===== config.mk =====
export PLATFORM = sky130hd
export DESIGN_NAME = sqs_step_cfg
export DESIGN_NICKNAME = d
export VERILOG_FILES = /design/src/inc/sqs_pkg.sv /design/src/design/sqs_step_cfg.sv
export SDC_FILE = /design/constraint.sdc
export NUM_CORES = 1
export LEC_CHECK = 0
export BUFFER_PORTS_ARGS = -buffer_cell sky130_fd_sc_hd__buf_2
export CAP_MARGIN = 5
export CORE_MARGIN = 3
export CORE_UTILIZATION = 42
export DETAILED_ROUTE_END_ITERATION = 16
export PLACE_DENSITY = 0.75
export SYNTH_ARGS = -nofsm -noshare
export SYNTH_HDL_FRONTEND = slang
export SYNTH_SLANG_ARGS = --single-unit

===== constraint.sdc =====
create_clock -name clock -period 0.9 [get_ports clock]
set_input_delay 0.09 -clock clock [delete_from_list [all_inputs] [get_ports clock]]
set_output_delay 0.09 -clock clock [all_outputs]
set_load 0.005 [all_outputs]

===== src/inc/sqs_pkg.sv =====
// Package of constants and types for the step ten configuration register
package sqs_pkg;
	// ****************************************************************
	// Register map
	// ****************************************************************
	localparam logic [7:0]  STEP_TEN_CFG_ADDR  = 8'h9A;
	localparam logic [15:0] STEP_TEN_CFG_RESET = 16'h000A;
	localparam logic [15:0] STEP_TEN_WRITE_MASK = 16'hE01F;
	localparam logic [15:0] UNMAPPED_READ      = 16'h0000;

	// ****************************************************************
	// Field positions
	// ****************************************************************
	localparam int ENABLE_BIT = 15;
	localparam int GAIN_HI    = 14;
	localparam int GAIN_LO    = 13;
	localparam int NEG_BIT    = 4;
	localparam int POS_HI     = 3;
	localparam int POS_LO     = 0;

	// ****************************************************************
	// Encodings
	// ****************************************************************
	localparam logic [1:0] GAIN_CODE_X1 = 2'h0;
	localparam logic [1:0] GAIN_CODE_X2 = 2'h1;
	localparam logic [3:0] POS_FIRST_INTERNAL = 4'h8;

	// Decoded gain as a one-hot of x1, x2, x4
	typedef enum logic [2:0] {
		SQS_GAIN_X1 = 3'h1,
		SQS_GAIN_X2 = 3'h2,
		SQS_GAIN_X4 = 3'h4
	} sqs_gain_type;

	// Negative input choice
	typedef enum logic [1:0] {
		SQS_NEG_GROUND = 2'h0,
		SQS_NEG_INPUT7 = 2'h1,
		SQS_NEG_AUTO   = 2'h2
	} sqs_neg_type;
endpackage


===== src/design/sqs_step_cfg.sv =====
// Step ten configuration register of the secondary converter sequencer
`timescale 1ns/1ps
`default_nettype none
// Operation
// - Step joins the sequence only while enable bit 15 is one.
// - Gain bits 14:13 decode 00 to x1, 01 to x2, 10 and 11 to x4.
// - Bit 4 picks negative input: zero ground, one external input seven.
// - Positive codes 0 to 7 pick external inputs zero to seven.
// - Positive codes 8 to 15 route internal sources with automatic negative.
// - Negative select bit is ignored when negative input is automatic.
// - Register sits at 9Ah and resets to 000Ah.
module sqs_step_cfg
	import sqs_pkg::*;
(
	input  wire logic        clock,        // System clock, 200 MHz
	input  wire logic        rst,          // Asynchronous reset, active high
	input  wire logic [7:0]  reg_addr,     // Register address
	input  wire logic [15:0] reg_wdata,    // Write data
	input  wire logic        reg_wr,       // Write strobe
	input  wire logic        reg_rd,       // Read strobe
	output var  logic [15:0] reg_rdata,    // Read data, cycle after strobe
	input  wire logic        step_start,   // Sequencer begins step ten
	output var  logic        step_ten_enable,          // Captured enable
	output var  logic [2:0]  step_ten_gain,            // Captured gain one-hot
	output var  logic [3:0]  step_ten_positive_input_select, // Captured code
	output var  logic        step_pos_external,        // Positive is external
	output var  logic [1:0]  step_ten_negative_route   // Captured negative
);

	// ****************************************************************
	// Decode functions
	// ****************************************************************
	function automatic logic [2:0] gain_decode(input logic [1:0] code);
		if (code == GAIN_CODE_X1) begin
			gain_decode = SQS_GAIN_X1;
		end else if (code == GAIN_CODE_X2) begin
			gain_decode = SQS_GAIN_X2;
		end else begin
			gain_decode = SQS_GAIN_X4;
		end
	endfunction

	function automatic logic is_internal(input logic [3:0] code);
		is_internal = (code >= POS_FIRST_INTERNAL);
	endfunction

	function automatic logic [1:0] neg_decode(input logic [3:0] pos,
		input logic neg);
		if (is_internal(pos)) begin
			neg_decode = SQS_NEG_AUTO;
		end else if (neg) begin
			neg_decode = SQS_NEG_INPUT7;
		end else begin
			neg_decode = SQS_NEG_GROUND;
		end
	endfunction

	// ****************************************************************
	// Configuration storage
	// ****************************************************************
	logic [15:0] cfg_r;
	logic        hit;

	assign hit = (reg_addr == STEP_TEN_CFG_ADDR);

	always_ff @(posedge clock or posedge rst) begin
		if (rst) begin
			cfg_r <= STEP_TEN_CFG_RESET;
		end else if (reg_wr && hit) begin
			cfg_r <= reg_wdata & STEP_TEN_WRITE_MASK;
		end
	end

	// ****************************************************************
	// Read port
	// ****************************************************************
	always_ff @(posedge clock or posedge rst) begin
		if (rst) begin
			reg_rdata <= UNMAPPED_READ;
		end else if (reg_rd && hit) begin
			reg_rdata <= cfg_r & STEP_TEN_WRITE_MASK;
		end else begin
			reg_rdata <= UNMAPPED_READ;
		end
	end

	// ****************************************************************
	// Capture at step start
	// ****************************************************************
	always_ff @(posedge clock or posedge rst) begin
		if (rst) begin
			step_ten_enable <= 1'b0;
		end else if (step_start) begin
			step_ten_enable <= cfg_r[ENABLE_BIT];
		end
	end

	always_ff @(posedge clock or posedge rst) begin
		if (rst) begin
			step_ten_gain <= SQS_GAIN_X1;
		end else if (step_start) begin
			step_ten_gain <= gain_decode(cfg_r[GAIN_HI:GAIN_LO]);
		end
	end

	always_ff @(posedge clock or posedge rst) begin
		if (rst) begin
			step_ten_positive_input_select <= STEP_TEN_CFG_RESET[POS_HI:POS_LO];
		end else if (step_start) begin
			step_ten_positive_input_select <= cfg_r[POS_HI:POS_LO];
		end
	end

	always_ff @(posedge clock or posedge rst) begin
		if (rst) begin
			step_pos_external <= 1'b0;
		end else if (step_start) begin
			step_pos_external <= !is_internal(cfg_r[POS_HI:POS_LO]);
		end
	end

	always_ff @(posedge clock or posedge rst) begin
		if (rst) begin
			step_ten_negative_route <= SQS_NEG_AUTO;
		end else if (step_start) begin
			step_ten_negative_route <= neg_decode(cfg_r[POS_HI:POS_LO],
				cfg_r[NEG_BIT]);
		end
	end
endmodule // sqs_step_cfg
`default_nettype wire


Yosys cells after proc, flatten, opt, wreduce, memory -nomap -nowiden
Index checks and enable logic that the tools add are counted.

storage, ports and cells
  register bits = 35
  bits of input ports = 29
  output and inout bits = 27
  logic and storage cells = 19

operators by class
  magnitude comparators = 1
  equal/unequal tests = 2
  muxes and demuxes = 5
  reductions and logical operators = 4

operator list
  cell                count
  $mux 16             1
  $eq 8x8->1 const B  1
  $mux 3              2
  $ge 4x4->1 const B  1
  $eq 2x1->1 const B  1
  $logic_and 1x1->1   2
  $logic_not 2->1     1
  $mux 2              1
  $logic_not 1->1     1
  $mux 1              1

Depth between registers and ports, before layout
Gate-level depths: netlist (run 1).

  word-level depth = 3
  mapped depth = 3
  gate-level depth less buffers = 3

Least setup slack after synthesis (run 1)
Ideal clock, no wire load.

  path kind = input port to flip-flop
  start = in reg_addr[5]
  end = reg cfg_r[0]
  library setup time = 0.125 ns
  data arrival time = 0.797 ns
  data required time = 0.775 ns
  slack = -0.022 ns
  cell stages on the path = 3
  buffers on the path = 0
  cells stage by stage = and4bb_2 -> nand3_4 -> mux2_2

between the ends
  word-level cells in the longest chain between the ends = 2

ends and longest elaborated chain
  element                 line                text
  start: declaration      sqs_step_cfg.sv:17  input wire logic [7:0] reg_addr,
  $eq 8x8->1              sqs_step_cfg.sv:64  assign hit = (reg_addr == STEP_TEN_CFG_ADDR);
  $logic_and 1x1->1       sqs_step_cfg.sv:69  end else if (reg_wr && hit) begin
  end signal: assignment  sqs_step_cfg.sv:70  cfg_r <= reg_wdata & STEP_TEN_WRITE_MASK;
  end: declaration        sqs_step_cfg.sv:61  logic [15:0] cfg_r;

No other way between the ends.
A chain may end at the register's enable or synchronous reset.

Final worst setup path (run 1)
  start = reg step_ten_negative_route[1]
  end = out step_ten_negative_route[1]

RTL lines
  element                   line                 text
  start: declaration        sqs_step_cfg.sv:27   output var logic [1:0] step_ten_negative_route
  start signal: assignment  sqs_step_cfg.sv:126  step_ten_negative_route <= neg_decode(cfg_r[POS_HI:POS_LO],

No word-level cell between the ends.

==> results of run 1 <==
## per-layer routing
metal  wire length, microns  up-vias  GRT usage (%)
met1                    782      336           15.2
met2                    953       27           22.6
li1                       -      344              -
met5                      0        -              0
met4                      7        0           2.98
met3                    150        2           3.22
## final cells by class
| cell class | count | area share [%] |
|---|---|---|
| flip-flops and latches | 27 | 48.1 |
| multi-input cells | 43 | 23.9 |
| clock buffers | 3 | 1.58 |
| well taps | 28 | 2.46 |
| repair buffers | 50 | 21.8 |
| inverters | 6 | 1.58 |
| clock inverters | 1 | 0.528 |
## cell usage in the layout (no fill, tap or decap), drive strengths merged
cell,synthesis,final
and2,8,8
and3,1,1
and4bb,2,2
buf,9,42
clkbuf,0,3
clkinvlp,0,1
conb,1,8
dfrtp,21,21
dfstp,6,6
dlygate4sd3,0,8
inv,6,6
mux2,14,14
mux2i,1,1
nand2,1,1
nand3,1,1
nand3b,2,2
nor2,1,1
o21ai,4,4
## kinds of logic after synthesis
| family | Yosys count |
|---|---|
| other cells | 1 |
| flops | 27 |
| simple gates | 16 |
| buf+inv | 15 |
| mux | 15 |
| compound gates | 4 |
## power breakdown
part	internal (mW)	switching, mW	total (mW)
clock	0.169	0.350	0.520
sequential	1.27	0.0252	1.30
combinational	0.127	0.0911	0.218
## flip-flops by register name (all words and copies together), names as in the netlist
| signal | cells |
|---|---|
| cfg_r | 8 |
| reg_rdata | 8 |
| step_ten_positive_input_select | 4 |
| step_ten_gain | 3 |
| step_ten_negative_route | 2 |
| step_pos_external | 1 |
| step_ten_enable | 1 |
## worst register-to-register path, cell delays in order, from the launching register on
cell,delay (ps)
dfstp_2,560
buf_4,90
inv_1,30
o21ai_1,100
## what timing repair did
action,CTS,global route
hold endpoints to repair,34,0
setup endpoints to repair,19,20
resized for setup,0,2
buffers inserted,0,1
hold buffers,8,0
## path summary, 6_finish.rpt
| kind | startpoint | endpoint |
|---|---|---|
| setup / recovery | step_ten_negative_route[1]$_DFFE_PP1P_ | step_ten_negative_route[1] |
| hold / removal | reg_wdata[13] | cfg_r[13]$_DFFE_PP0P_ |
| setup reg to reg | step_ten_positive_input_select[3]$_DFFE_PP1P_ | step_ten_positive_input_select[3]$_DFFE_PP1P_ |
| hold reg to reg | step_ten_negative_route[1]$_DFFE_PP1P_ | step_ten_negative_route[1]$_DFFE_PP1P_ |
| max in group asynchronous | rst | step_ten_gain[0]$_DFFE_PP1P_ |
| min in group asynchronous | rst | step_ten_negative_route[0]$_DFFE_PP0P_ |
## stage by stage
step	power (mW)	setup slack [ps]	setup TNS [ps]	area, sq um	util (%)
after floorplan	1.43	-17.1	-102	1110	-
after global placement	1.50	-152	-1770	1300	55.7
after detailed placement	1.51	-184	-2020	1300	55.7
after CTS	2.06	-184	-1230	1410	60.4
after global routing	2.14	-217	-1940	1420	60.7
final	2.03	-171	-989	1420	60.7
==> impl_metrics.yaml, run 1 <==
setup_path:
  critical-path-top-delay-family: "flip-flops"
  path_cells: "buf_2"
  signal_arrival_time_at_the_worst_endpoint_ps: 980
  r2r_slack_ps: 70
  crit_path_start_kind: "register"
  path_max_fanout: 2
  path_class: "reg -> out"
  worstSetupPathDepth: 1
  critPathCaptureType: "output pin"
  worst-endpoint-required_ps: 810
  critical_path.n_buffers_inverters: 1
  critical-path-max-stage-delay_ps: 560
  cpMaxStageDelayCell: "dfstp_2"
  timing.reg2reg.worst_path_depth: 3
status:
  outcome: "finished with violations"
  violated_checks: "setup timing"
cells_and_area:
  design.final.nets: 160
  regArea_sq_um: 683
  layoutNonFillerInstCount: 158
  drive_gt1_share_pct: 53.8
  area_growth_syn_to_layout_pct: 31.0
  count_of_inserted_antenna_diode_cells: 0
  final.fill_count: 206
  multi_input_area_sq_um: 340
pwr:
  peakVddDrop_mv: 0.806
  power.density_nw_per_um2: 1430
  static_leakage_power_nw: 0.766
logic_synthesis:
  combinational_family_with_the_most_area_after_synthesis: "multiplexers"
  post_synth_most_frequent_cells: "dfrtp_1, mux2_2, and2_1, buf_4"
  synth_top_cell_area_share_pct: 48.4
  synth_async_sr_flop_share_pct: 100
  muxShareOfSynthArea_pct: 15.5
  synthMostInstantiatedCell: "dfrtp_1"
  synth.area.top_cells: "dfrtp_1, dfstp_2, mux2_2, buf_4, and2_1"
  syn-mean-instance-area_sq_um: 13.9
  yosys_most_used_dff: "dfrtp_1"
  number_of_distinct_library_cells_after_synthesis: 16
  synthesis.yosys.warnings: 0
  yosys_register_bits: 27
  synth_xor_xnor_area_share_pct: 0
  synthCells: 78
  synth_compound_area_share_pct: 1.85
  post_synth_and_or_nand_nor_area_fraction_pct: 11.3
  yosysSeqAreaShare_pct: 63.0
  yosys.area_share.adder_pct: 0
  synthesis.area_sq_um: 1080
  synth_enable_flop_cells: 0
  netlist.top_cell.by_area: "dfrtp_1"
floorplan:
  placementRows: 17
  top_level_ports: 56
  start_util_pct: 46.4
  chip_width_microns: 56.8
  core-area_sq_um: 2340
  floorplan.die_area_sq_um: 3230
  die_height_microns: 56.8
cts:
  clkTransAtPathRegs_ps: 150
  cts_root_buf: "clkbuf_4"
  cts_sinks: 27
  clockBufferDepth: 2
  clock_latency_ps: 320
  cts_tree: "yes"
  cts_inserted_buffers: 3
  h-tree-depth: 1
routing:
  drt_iter0_drc: 6
  routed_wirelength_mm: 1.89
  antenna_left: 0
  first_pass_iteration_count_of_the_detailed_router: 3
  wire_per_inst_microns: 12.0
  drc: 0
  vias: 709
  post_drt_via_cell_ratio: 4.49
grt:
  grt_pass1_vias: 717
  grt_max_degree: 28
  grt_antenna_before_repair: 0
  groute.usage.overall_pct: 12.7
  grt_first_pass_wirelength_mm: 3.21
  globalRouteOverflowTotal: 0
sta:
  final.setup_skew_ps: 13.9
  setup_repair_after_global_routing_missed_its_margin: "true"
  timing.final.ws_setup_ps: -171
  holdWs_ps: 11.2
  period_needed_ps: 1070
  finalMaxSlewViolations: 0
  max_fclk_mhz: 933
  timing.final.hold_violations: 0
  report.final.setup_viol: 17
  layout_worst_path_cycle_share_pct: 119
placement:
  post-place-cells: 145
  dp_hpwl_mm: 1.40
  gp_congestion: 0.685
  port_buffers: 39
job:
  cap_violations: 0
min_path:
  holdCritPathClass: "in -> reg"
  holdPathStages: 2
Power figures use the tool's default switching activity.
==> inputs of run 2 (changes only) <==
- clock period: 0.9 -> 1.35 ns (I/O delays scaled with it)
==> impl_metrics.yaml, run 2 (synthesized netlist as in run 1, its figures left out) <==
cts:
  cts_tree: "yes"
  clock_latency_ps: 310
  post_cts.repair.setup_buffers: 0
  cts_inserted_buffers: 3
  cts_sinks: 27
  h-tree-depth: 1
  cts_root_buf: "clkbuf_4"
  cts_repair_resize_count: 0
  clkTransAtPathRegs_ps: 140
  clockBufferDepth: 2
grt:
  grtUsageMet3_pct: 2.99
  grt_peak_use_layer: "met2"
  grt_pass1_vias: 705
  globalRouteOverflowTotal: 0
  grt_first_pass_wirelength_mm: 3.01
  grt_antenna_before_repair: 0
  groute.usage.overall_pct: 12.2
  grt_util_met1_pct: 12.8
  grt_max_degree: 28
  groute.layer.met2.usage_pct: 22.3
pwr:
  total_power_consumption_of_the_routed_design_mw: 1.31
  power.density_nw_per_um2: 994
  static_leakage_power_nw: 0.723
  peakVddDrop_mv: 0.591
placement:
  dp_hpwl_mm: 1.35
  gp_congestion: 0.716
  pre_cts_ws_ps: 204
  port_buffers: 39
  post-place-cells: 144
  dpl-instance-area_sq_um: 1280
cells_and_area:
  area_growth_syn_to_layout_pct: 21.7
  final_common_cell: "buf_2"
  stdcell_area_sq_um: 1320
  design.final.nets: 151
  final_util_pct: 56.4
  layoutNonFillerInstCount: 149
  drive_gt1_share_pct: 55.4
  final.fill_count: 216
  registers_with_the_highest_flip_flop_counts: "cfg_r x8, reg_rdata x8, step_ten_positive_input_select x4"
  commonest_cells_after_routing_fill_and_taps_aside: "buf_2, dfrtp_1, mux2_2, and2_1, conb_1"
  count_of_inserted_antenna_diode_cells: 0
status:
  outcome: "finished, final reports clean"
setup_path:
  critical-path-top-delay-family: "flip-flops"
  path_max_fanout: 2
  critical_path.n_buffers_inverters: 1
  timing.reg2reg.worst_path_depth: 2
  signal_arrival_time_at_the_worst_endpoint_ps: 970
  critPathCaptureType: "output pin"
  cpMaxStageDelayCell: "dfstp_2"
  path_class: "reg -> out"
  worst-endpoint-required_ps: 1220
  path_cells: "buf_2"
  critical-path-max-stage-delay_ps: 550
  worstSetupPathDepth: 1
  crit_path_start_kind: "register"
routing:
  first_pass_iteration_count_of_the_detailed_router: 3
  vias: 674
  antenna_left: 0
  routed_wirelength_mm: 1.76
  drc: 0
  drt_iter0_drc: 18
  post_drt_via_cell_ratio: 4.52
  wire_per_inst_microns: 11.8
sta:
  finalMaxSlewViolations: 0
  layout_worst_path_cycle_share_pct: 81.7
  holdWs_ps: 39.9
  setup_repair_after_global_routing_missed_its_margin: "false"
  final.setup_skew_ps: 11.0
  period_needed_ps: 1100
  timing.final.ws_setup_ps: 247
  max_fclk_mhz: 906
  report.final.setup_viol: 0
  timing.final.hold_violations: 0
  setup_total_negative_slack_ps: 0
floorplan:
  die_height_microns: 56.8
  core-area_sq_um: 2340
  chip_width_microns: 56.8
  floorplan.die_area_sq_um: 3230
  start_util_pct: 46.4
  placementRows: 17
  top_level_ports: 56
min_path:
  holdPathStages: 2
  holdCritPathClass: "in -> reg"
job:
  cap_violations: 0
[run 2: cell count changes in the layout (fill, tap and decap cells not counted), sizes merged]
cell         before  now
buf              42   40
clkbuf            3    4
clkinvlp          1    0
dlygate4sd3       8    1
[run 2: timing repair]
item | CTS | global route
setup endpoints to repair | 0 | 0
hold buffers | 1 | 0
hold endpoints to repair | 21 | 0
[run 2: layout make-up]
type / instances / area, sq um / share of cell area [%]
Sequential cell: 27 / 683 / 51.8
Multi-Input combinational cell: 43 / 340 / 25.8
Timing Repair Buffer: 41 / 213 / 16.1
Tap cell: 28 / 35.0 / 2.65
Clock buffer: 4 / 26.3 / 1.99
Inverter: 6 / 22.5 / 1.71
[run 2: power by group]
part	total (mW)	switching, mW	internal, mW
Sequential	0.864	0.0168	0.848
Clock	0.329	0.214	0.115
Combinational	0.119	0.0552	0.0637
Total	1.31	0.286	1.03
[run 2: layer usage]
| layer | vias up | part of all wire [%] |
|---|---|---|
| li1 | 326 | - |
| met1 | 314 | 38 |
| met2 | 34 | 53 |
| met3 | 0 | 8.6 |
| met4 | 0 | 0 |
| met5 | - | 0 |
[run 2: final timing paths]
path,from,end,slack (ps)
min in group asynchronous,rst,step_ten_gain[1]$_DFFE_PP0P_,390
min reg2reg,step_ten_negative_route[1]$_DFFE_PP1P_,step_ten_negative_route[1]$_DFFE_PP1P_,490
max,step_ten_gain[0]$_DFFE_PP1P_,step_ten_gain[0],250
min,reg_wdata[15],cfg_r[15]$_DFFE_PP0P_,40
max in group asynchronous,rst,cfg_r[1]$_DFFE_PP1P_,650
max reg2reg,cfg_r[3]$_DFFE_PP1P_,step_ten_negative_route[0]$_DFFE_PP0P_,480
==> inputs of run 3 (changes only) <==
- clock period: 1.35 -> 1.1 ns (I/O delays scaled with it)
==> impl_metrics.yaml, run 3 (synthesized netlist as in run 1, its figures left out) <==
cells_and_area:
  regArea_sq_um: 683
  area_growth_syn_to_layout_pct: 23.0
  final.fill_count: 215
  registers_with_the_highest_flip_flop_counts: "cfg_r x8, reg_rdata x8, step_ten_positive_input_select x4"
  drive_gt1_share_pct: 55.7
  multi_input_area_sq_um: 340
  commonest_cells_after_routing_fill_and_taps_aside: "buf_2, dfrtp_1, mux2_2, and2_1, conb_1"
  layoutNonFillerInstCount: 150
  final_util_pct: 57.0
  final_common_cell: "buf_2"
  stdcell_area_sq_um: 1330
  design.final.nets: 152
  count_of_inserted_antenna_diode_cells: 0
routing:
  post_drt_via_cell_ratio: 4.56
  drt_iter0_drc: 15
  drc: 0
  wire_per_inst_microns: 11.7
  first_pass_iteration_count_of_the_detailed_router: 3
  antenna_left: 0
  vias: 684
  routed_wirelength_mm: 1.76
setup_path:
  path_class: "reg -> out"
  worst-endpoint-required_ps: 990
  signal_arrival_time_at_the_worst_endpoint_ps: 960
  critical-path-top-delay-family: "flip-flops"
  critPathCaptureType: "output pin"
  critical_path.n_buffers_inverters: 1
  crit_path_start_kind: "register"
  path_cells: "buf_6"
  path_max_fanout: 2
  cpMaxStageDelayCell: "dfstp_2"
  critical-path-max-stage-delay_ps: 570
sta:
  holdWs_ps: 23.3
  period_needed_ps: 1070
  timing.final.ws_setup_ps: 28.4
  setup_repair_after_global_routing_missed_its_margin: "true"
  finalMaxSlewViolations: 0
  final.setup_skew_ps: 2.74
  timing.final.hold_violations: 0
  max_fclk_mhz: 933
  report.final.setup_viol: 0
  layout_worst_path_cycle_share_pct: 97.4
  setup_total_negative_slack_ps: 0
placement:
  pre_cts_ws_ps: -20.7
  post-place-cells: 144
  port_buffers: 39
  gp_congestion: 0.716
  dpl-instance-area_sq_um: 1280
  dp_hpwl_mm: 1.35
pwr:
  peakVddDrop_mv: 0.703
  power.share.clock_pct: 24.6
  power.net_switching_mw: 0.345
  gate_power_share_pct: 9.5
  swShare_pct: 21.4
  power_report.internal_total_mw: 1.27
  power.density_nw_per_um2: 1210
  total_power_consumption_of_the_routed_design_mw: 1.61
  static_leakage_power_nw: 0.732
  power.sequential.fraction_pct: 65.9
floorplan:
  die_height_microns: 56.8
  start_util_pct: 46.4
  placementRows: 17
  top_level_ports: 56
  chip_width_microns: 56.8
  core-area_sq_um: 2340
  floorplan.die_area_sq_um: 3230
grt:
  grt_antenna_before_repair: 0
  groute.usage.overall_pct: 12.0
  grt_pass1_vias: 698
  grt_first_pass_wirelength_mm: 2.97
  grt_max_degree: 28
  globalRouteOverflowTotal: 0
cts:
  clkTransAtPathRegs_ps: 130
  clockBufferDepth: 2
  cts_root_buf: "clkbuf_4"
  clock_latency_ps: 300
  cts_tree: "yes"
  cts_sinks: 27
  h-tree-depth: 1
  cts_inserted_buffers: 3
job:
  cap_violations: 0
min_path:
  holdCritPathClass: "in -> reg"
status:
  outcome: "finished, final reports clean"
run 3: final cells by class:
| cell class | instances | share of cell area (%) |
|---|---|---|
| clock buffers | 4 | 1.97 |
| inverters | 6 | 1.69 |
| multi-input cells | 43 | 25.5 |
| flip-flops and latches | 27 | 51.2 |
| well taps | 28 | 2.63 |
| repair buffers | 42 | 17.0 |
run 3: metal layers:
metal | vias to the layer above | global-route usage [%] | part of all wire [%]
li1 | 330 | - | -
met2 | 34 | 22.3 | 52
met5 | - | 0 | 0
met4 | 0 | 5.96 | 0.97
met1 | 318 | 12.3 | 38
met3 | 2 | 2.99 | 9.0
run 3: worst paths after layout:
check	startpoint	to	slack [ps]	cells past startpoint
setup reg to reg	step_ten_negative_route[1]$_DFFE_PP1P_	step_ten_negative_route[1]$_DFFE_PP1P_	210	3
setup / recovery	step_ten_gain[0]$_DFFE_PP1P_	step_ten_gain[0]	30	1
min in group asynchronous	rst	step_ten_gain[1]$_DFFE_PP0P_	370	4
hold / removal	reg_wdata[14]	cfg_r[14]$_DFFE_PP0P_	20	2
max in group asynchronous	rst	cfg_r[3]$_DFFE_PP1P_	430	4
hold reg to reg	step_ten_positive_input_select[3]$_DFFE_PP1P_	step_ten_positive_input_select[3]$_DFFE_PP1P_	490	2
run 3: power groups by stage:
stage / sequential (mW) / combinational [mW] / clock (mW)
4_1_cts: 1.06 / 0.150 / 0.423
3_5_place_dp: 1.08 / 0.147 / 0
5_1_grt: 1.07 / 0.172 / 0.461
6_report: 1.06 / 0.153 / 0.397
2_1_floorplan: 1.08 / 0.0906 / 0
3_3_place_gp: 1.08 / 0.142 / 0
run 3: timing repair:
action                                  in CTS  in global routing
hold buffers                                 1                  0
buffers inserted                             0                  1
endpoints found under the hold margin       21                  0
endpoints found under the setup margin       0                  4
gates resized for setup                      0                  1
